`src/hdl/cycle_phase_defines.vh`:
```
// Phase codes, timing figures and widths for the cycle phase sequencer
`ifndef CYCLE_PHASE_DEFINES_VH
`define CYCLE_PHASE_DEFINES_VH
`define CLOCK_PERIOD_NS     8
`define MIN_CYCLE_NS        250
`define MIN_CYCLE_CLOCKS    ((`MIN_CYCLE_NS + `CLOCK_PERIOD_NS - 1) / `CLOCK_PERIOD_NS)
`define MIN_QUARTER_CLOCKS  ((`MIN_CYCLE_CLOCKS + 3) / 4)
`define QUARTER_CLOCKS      8'd8
`define QCOUNT_WIDTH        8
`define PHASE_Q1            2'h0
`define PHASE_Q2            2'h1
`define PHASE_Q3            2'h2
`define PHASE_Q4            2'h3
`define ADDR_WIDTH          13
`define INSTR_WIDTH         16
`define DATA_WIDTH          8
`define ADDR_RESET          13'h0000
`endif

```
`src/hdl/quarter_phase_gen.v`:
```
// Quarter-cycle phase generator driven from the device clock
`timescale 1ns/100ps
`include "cycle_phase_defines.vh"
module quarter_phase_gen (
  input  wire       i_clock,
  input  wire       i_ce,
  output reg  [1:0] o_phase,
  output reg        o_phase_start
);
  reg [`QCOUNT_WIDTH-1:0] count_q;

  // Free-running quarter counter; reset deliberately leaves it alone
  always @(posedge i_clock) begin
    if (i_ce) begin
      if (count_q >= `QUARTER_CLOCKS - 8'd1 || count_q == 8'hFF) begin
        count_q       <= 8'h00;
        o_phase       <= o_phase + 2'h1;
        o_phase_start <= 1'b1;
      end else begin
        count_q       <= count_q + 8'h01;
        o_phase_start <= 1'b0;
      end
    end
  end

  // Power-up values so simulation starts in a known phase
  initial begin
    count_q       = 8'h00;
    o_phase       = `PHASE_Q4;
    o_phase_start = 1'b0;
  end
endmodule

```
`src/hdl/pin_sync3.v`:
```
// Three-stage synchroniser with agreement filter for an asynchronous pin
`timescale 1ns/100ps
`include "cycle_phase_defines.vh"
module pin_sync3 (
  input  wire i_clock,
  input  wire i_ce,
  input  wire i_pin,
  output reg  o_level
);
  reg meta_q;
  reg s2_q;
  reg s3_q;

  // Level changes only once stages two and three agree
  always @(posedge i_clock) begin
    if (i_ce) begin
      meta_q <= i_pin;
      s2_q   <= meta_q;
      s3_q   <= s2_q;
      if (s2_q == s3_q) begin
        o_level <= s3_q;
      end
    end
  end

  initial begin
    meta_q  = 1'b1;
    s2_q    = 1'b1;
    s3_q    = 1'b1;
    o_level = 1'b1;
  end
endmodule

```
`src/hdl/cycle_phase_bus_sequencer.v`:
```
// Instruction-cycle phase sequencer: strobes, bank enables, bus control
`timescale 1ns/100ps
`include "cycle_phase_defines.vh"
module cycle_phase_bus_sequencer (
  input  wire                    i_clock,
  input  wire                    i_resetn,
  input  wire                    i_ce,
  input  wire                    i_halt_n,
  input  wire [`INSTR_WIDTH-1:0] i_instruction,
  input  wire [`DATA_WIDTH-1:0]  i_io_bus_in,
  input  wire                    i_select_cmd,
  input  wire                    i_write_cmd,
  input  wire                    i_left_bank_next,
  input  wire                    i_right_bank_next,
  input  wire                    i_bank_change_in,
  input  wire [`ADDR_WIDTH-1:0]  i_next_address,
  input  wire [`DATA_WIDTH-1:0]  i_io_bus_data,
  output reg                     o_select_command_strobe,
  output reg                     o_write_command_strobe,
  output reg                     o_left_bank_enable_n,
  output reg                     o_right_bank_enable_n,
  output reg  [`ADDR_WIDTH-1:0]  o_program_address_out,
  output reg  [`ADDR_WIDTH-1:0]  o_program_counter,
  output reg  [`INSTR_WIDTH-1:0] o_instruction_latched,
  output reg  [`DATA_WIDTH-1:0]  o_io_bus_latched,
  output reg  [`DATA_WIDTH-1:0]  o_io_bus_out,
  output reg                     o_io_bus_oe,
  output reg                     o_cycle_end,
  output reg                     o_halt_cycle,
  output reg                     o_execute_enable,
  output reg  [1:0]              o_phase
);
  wire [1:0] phase;
  wire       phase_start;
  wire       halt_level_n;
  reg        halt_seen_q;
  reg        reset_seen_q;
  reg        post_reset_q;
  reg        halt_d;

  // Quarter phases come from the device clock (counter wraps at QUARTER_CLOCKS - 1)
  quarter_phase_gen u_phase (
    .i_clock       (i_clock),
    .i_ce          (i_ce),
    .o_phase       (phase),
    .o_phase_start (phase_start)
  );

  // The halt pin is asynchronous to our clock
  pin_sync3 u_halt_sync (
    .i_clock (i_clock),
    .i_ce    (i_ce),
    .i_pin   (i_halt_n),
    .o_level (halt_level_n)
  );

  // Halt decision taken at end of quarter one: low at any sample in it means halt
  always @* begin
    halt_d = halt_seen_q | ~halt_level_n;
  end

  // Halt sampling and reset bookkeeping
  always @(posedge i_clock) begin
    if (i_ce) begin
      o_phase <= phase;
      if (!i_resetn) begin
        reset_seen_q <= 1'b1;
      end else if (reset_seen_q && phase_start) begin
        reset_seen_q <= 1'b0;
        post_reset_q <= 1'b1;
      end else if (post_reset_q && phase_start && phase == `PHASE_Q1) begin
        post_reset_q <= 1'b0;
      end
      if (phase == `PHASE_Q1) begin
        if (phase_start) begin
          halt_seen_q <= ~halt_level_n;
        end else begin
          halt_seen_q <= halt_d;
        end
      end
      if (phase_start && phase == `PHASE_Q2) begin
        o_halt_cycle <= halt_seen_q;
      end else if (phase_start && phase == `PHASE_Q1 && halt_level_n) begin
        o_halt_cycle <= 1'b0;
      end
    end
  end

  // Cycle-end pulse: quarter four only, gated by reset and by the first quarter start after release
  always @(posedge i_clock) begin
    if (i_ce) begin
      if (!i_resetn) begin
        o_cycle_end <= 1'b0;
      end else if (post_reset_q && phase_start && phase == `PHASE_Q4) begin
        o_cycle_end <= 1'b1;
      end else if (phase_start) begin
        o_cycle_end <= (phase == `PHASE_Q4) && !reset_seen_q;
      end
    end
  end

  // Strobes move only at quarter one or three starts or on reset, and never overlap
  always @(posedge i_clock) begin
    if (i_ce) begin
      if (!i_resetn) begin
        o_select_command_strobe <= 1'b0;
        o_write_command_strobe  <= 1'b0;
      end else if (phase_start && (phase == `PHASE_Q1 || phase == `PHASE_Q3)) begin
        // Through the first quarter-one start following the first quarter start after release nothing may be commanded
        if (o_halt_cycle || halt_d || post_reset_q || reset_seen_q) begin
          o_select_command_strobe <= 1'b0;
          o_write_command_strobe  <= 1'b0;
        end else begin
          o_select_command_strobe <= i_select_cmd;
          o_write_command_strobe  <= i_write_cmd & ~i_select_cmd;
        end
      end
    end
  end

  // Bank enables: left and right each follow their own next-bank input
  always @(posedge i_clock) begin
    if (i_ce) begin
      if (i_resetn && !o_halt_cycle) begin
        if (phase == `PHASE_Q1 && i_bank_change_in) begin
          o_left_bank_enable_n  <= ~i_left_bank_next;
          o_right_bank_enable_n <= ~i_right_bank_next;
        end else if (phase == `PHASE_Q3 && !i_bank_change_in) begin
          o_left_bank_enable_n  <= ~i_left_bank_next;
          o_right_bank_enable_n <= ~i_right_bank_next;
        end
      end
      // Held, not driven, during reset; receivers must ignore them
    end
  end

  // Input latches: instruction in quarter one, I/O bus in one and two
  always @(posedge i_clock) begin
    if (i_ce && i_resetn && !o_halt_cycle) begin
      if (phase == `PHASE_Q1) begin
        o_instruction_latched <= i_instruction;
      end
      if (phase == `PHASE_Q1 || phase == `PHASE_Q2) begin
        o_io_bus_latched <= i_io_bus_in;
      end
    end
  end

  // Program counter and address latch; reset clears both and holds them
  always @(posedge i_clock) begin
    if (i_ce) begin
      if (!i_resetn) begin
        o_program_counter     <= `ADDR_RESET;
        o_program_address_out <= `ADDR_RESET;
      end else if (!o_halt_cycle && !post_reset_q && !reset_seen_q) begin
        if (phase == `PHASE_Q3) begin
          o_program_address_out <= i_next_address;
        end
        if (phase_start && phase == `PHASE_Q4) begin
          o_program_counter <= i_next_address;
        end
      end
    end
  end

  // Bus drivers enabled through quarters three and four only
  always @(posedge i_clock) begin
    if (i_ce) begin
      if (!i_resetn) begin
        o_io_bus_oe <= 1'b0;
      end else if (o_halt_cycle || post_reset_q || reset_seen_q) begin
        // A release in mid-quarter must not switch drivers on halfway through
        o_io_bus_oe <= 1'b0;
      end else begin
        o_io_bus_oe <= (phase == `PHASE_Q3 || phase == `PHASE_Q4);
      end
      o_io_bus_out     <= i_io_bus_data;
      o_execute_enable <= i_resetn && !o_halt_cycle && !post_reset_q && !reset_seen_q;
    end
  end

  // Power-up state; reset itself only affects the documented registers
  initial begin
    halt_seen_q             = 1'b0;
    reset_seen_q            = 1'b1;
    post_reset_q            = 1'b0;
    o_select_command_strobe = 1'b0;
    o_write_command_strobe  = 1'b0;
    o_left_bank_enable_n    = 1'b1;
    o_right_bank_enable_n   = 1'b1;
    o_program_address_out   = `ADDR_RESET;
    o_program_counter       = `ADDR_RESET;
    o_instruction_latched   = 16'h0000;
    o_io_bus_latched        = 8'h00;
    o_io_bus_out            = 8'h00;
    o_io_bus_oe             = 1'b0;
    o_cycle_end             = 1'b0;
    o_halt_cycle            = 1'b0;
    o_execute_enable        = 1'b0;
    o_phase                 = `PHASE_Q4;
  end
endmodule

```
`config.mk`:
```
export PLATFORM = sky130hd
export DESIGN_NAME = cycle_phase_bus_sequencer
export DESIGN_NICKNAME = d
export VERILOG_FILES = /design/src/hdl/quarter_phase_gen.v /design/src/hdl/pin_sync3.v /design/src/hdl/cycle_phase_bus_sequencer.v
export VERILOG_INCLUDE_DIRS = /design/src /design/src/hdl
export SDC_FILE = /design/constraint.sdc
export NUM_CORES = 1
export LEC_CHECK = 0
export ABC_AREA = 1
export BUFFER_PORTS_ARGS = -buffer_cell sky130_fd_sc_hd__buf_2
export CORE_MARGIN = 1
export CORE_UTILIZATION = 45
export DETAILED_ROUTE_END_ITERATION = 8
export GPL_TIMING_DRIVEN = 0
export PLACE_DENSITY = 0.82
export SETUP_SLACK_MARGIN = 0.15
export SYNTH_ARGS = -nofsm -noshare
export SYNTH_HDL_FRONTEND = slang
export SYNTH_SLANG_ARGS = --single-unit
```
`constraint.sdc`:
```
create_clock -name i_clock -period 3.4 [get_ports i_clock]
set_clock_uncertainty 0.15 [all_clocks]
set_input_delay 0.17 -clock i_clock [delete_from_list [all_inputs] [get_ports i_clock]]
set_output_delay 0.17 -clock i_clock [all_outputs]
set_load 0.005 [all_outputs]
```
==> reports/summary.txt <==
CP startpoint kind - register
Adder-cell share of the synthesized area - 2.03%
Placed wire-length estimate - 3980 um
Number of synthesized flops with an enable pin - 86
DRT Pass-1 Iters - 6
CP max FO - 16
TritonCTS clock tree - yes
Worst slew pin tran - 1.19 ns
Final ANT Viol Nets - 0
Design area - 4440 um^2
Mapped cell area - 3090 um^2
CTS max path bufs - 2
Drc violations - 13
Root buf cell - clkbuf_8
Combinational group share of total power - 8.7%
N_diodes - 0
CTS buffer count - 9
Share of post-route cells with drive strength above 1 - 35.8%
Total die area - 7200 um^2
Unique masters post-synth - 16
Mux contribution to synthesized area - 0%
Io pins - 122
Post-CTS Setup Repair Bufs - 0
Synth Register Bits - 86
Yosys warns - 0
Layout area overhead - 43.8%
Simple logic cell fraction of the synthesized area - 6.93%
Drt total wl - 6030 um
TritonCTS Sinks - 86
Final cell count without fillers - 463
Critical Setup Path Class - reg2reg
P_leak - 2.00 nW
GR Overflow Total - 0
Asr flop ratio synth - 0%
Register area share after synthesis - 83.6%
Final Critical Period - 2.40 ns
Synthesized netlist cell count - 199
H-tree depth - 3
Synth area leader - edfxtp_1
Hold violation total from the final report - 0
Inst Count DP - 399
Slew headroom - 20.6%
Worst Setup Slack, final - 0.999 ns
RSZ-0062 raised after global routing - false
Post-CTS Resized - 0
VDD IR-drop max - 276 uV
Outcome - finished with violations
Largest net degree at the start of global routing - 32
Via count of the routed design - 2085
Synth area leaders - edfxtp_1, inv_1, nand2_1
Crit path capture type - register
Sw power - 0.444 mW
Horiz. Die Dim - 84.8 um
Internal Power - 1.57 mW
Area post-placement - 3800 um^2
PortBufs - 120
Routability cong. - 0.773
Switching part of the total - 22.0%
Flop pwr share - 61.3%
Initial core utilization - 47.5%
Clock network power share - 29.9%
Synth Flop Type - edfxtp_1
Hold Worst Slack - 0.0307 ns
Largest family of logic cells by synthesized area - simple AND/OR/NAND/NOR gates
Top-area cell type share of the netlist area - 83.6%
Final setup violation count - 0
Die height - 84.8 um
Starting DRT DRC Count - 73
Layout Nets - 440
Syn avg cell area - 15.5 um^2
Top cells by instance count after synthesis - edfxtp_1, inv_1, nand2_1, nor2_1
Tcrit/Tclk final - 70.6%
Core area - 6490 um^2
Fill cells - 458
Max Cap Viol - 0
WP data arrival - 2.21 ns
First-pass GRT wire length - 9620 um
Most frequent cell after synthesis - edfxtp_1
Setup_tns - 0 ns
Vias/cell - 4.50
Violations in the final reports - DRC
Max Slew Vio Count - 0
Dpl ws - 0.835 ns
Synth Area in Compound Gates - 1.99%
Peak Freq - 417 MHz
Crit path required time - 3.21 ns
Clk_lat worst skew - 0.34 ns
Worst-path clk slew - 0.09 ns
Vias in the first global route - 2069
Worst min path class - in2reg
Rows - 29
Total Routing Usage GR - 17.7%
Total power per unit cell area - 455 nW/um^2
Per-cell routed wire length - 13.0 um
XOR/XNOR Fraction of Synth Area - 0.284%
Initial antenna violation count - 0
CTS hold repair buffers - 48
layer usage:
metal	part of all wire, %	track usage (%)	vias to the layer above
met2	54	33.0	79
met5	0	0	-
met1	39	19.9	969
met4	1.2	6.32	0
li1	-	-	1029
met3	5.8	3.99	8
path summary, 6_finish.rpt:
kind | depth (start not counted) | end | startpoint | slack (ns)
setup reg to reg | 4 | o_instruction_latched[15]$_DFFE_PP_ | u_phase.o_phase[0]$_DFFE_PP_ | 1.0
hold / removal | 3 | o_write_command_strobe$_SDFFCE_PP0P_ | i_write_cmd | 0.03
hold reg to reg | 0 | u_halt_sync.s2_q$_DFFE_PP_ | u_halt_sync.meta_q$_DFFE_PP_ | 0.28
setup / recovery | 4 | o_instruction_latched[15]$_DFFE_PP_ | u_phase.o_phase[0]$_DFFE_PP_ | 1.0
state kept, by name, indices dropped and copies added, names as in the netlist, 2 cells and up:
| signal | flops |
|---|---|
| o_io_bus_latched | 8 |
| o_program_address_out | 13 |
| o_phase | 2 |
| u_phase.o_phase | 2 |
| u_phase.count_q | 8 |
| o_program_counter | 13 |
| o_instruction_latched | 16 |
| o_io_bus_out | 8 |
per-stage QoR:
| step | util, % | total power, mW |
|---|---|---|
| floorplan | - | 1.31 |
| CTS | 68.3 | 2.03 |
| global placement | 58.4 | 1.39 |
| detailed placement | 58.4 | 1.40 |
| finish | 68.3 | 2.02 |
| global route | 68.3 | 2.10 |
power by group through the flow:
stage / clock [mW] / sequential (mW) / combinational (mW)
3_3_place_gp: 0 / 1.26 / 0.128
4_1_cts: 0.620 / 1.24 / 0.177
6_report: 0.604 / 1.24 / 0.176
5_1_grt: 0.662 / 1.24 / 0.197
2_1_floorplan: 0 / 1.26 / 0.0485
3_5_place_dp: 0 / 1.26 / 0.134
cell type report:
class / count / area (um^2) / area share (%)
plain buffers: 2 / 12.5 / 0.282
clock buffers: 9 / 124 / 2.79
clock inverters: 7 / 38.8 / 0.874
inverters: 38 / 143 / 3.21
multi-input cells: 76 / 362 / 8.15
flip-flops and latches: 86 / 2580 / 58.2
well taps: 77 / 96.3 / 2.17
repair buffers: 168 / 1080 / 24.4
kinds of logic (layout without fill, tap and decap cells):
kind of cell / after synthesis / in the layout
compound gates: 11 / 11
flops: 86 / 86
fa+ha+maj: 5 / 5
simple gates: 55 / 55
other cells: 1 / 4
buf+inv: 40 / 224
xor+xnor: 1 / 1
critical path, stage by stage (launching register included):
cell      delay [ns]
edfxtp_1        0.44
inv_1           0.14
ha_1            0.28
inv_1           0.10
nor2_1          0.91
layout by cell type, fill, tap and decap left out, types with 2 or more instances in the layout:
cell type,synthesis,routed
nor3_1,3,3
conb_1,1,4
ha_1,5,5
nand3_1,3,3
nand2_1,31,31
nor2_1,18,18
clkbuf_8,0,9
a21oi_1,5,5
inv_1,37,37
o21ai_0,4,4
buf_2,1,121
clkinv_1,0,2
dlygate4sd3_1,0,48
clkinv_2,0,3
edfxtp_1,86,86
Note: power is estimated with default switching activity, not from simulation.
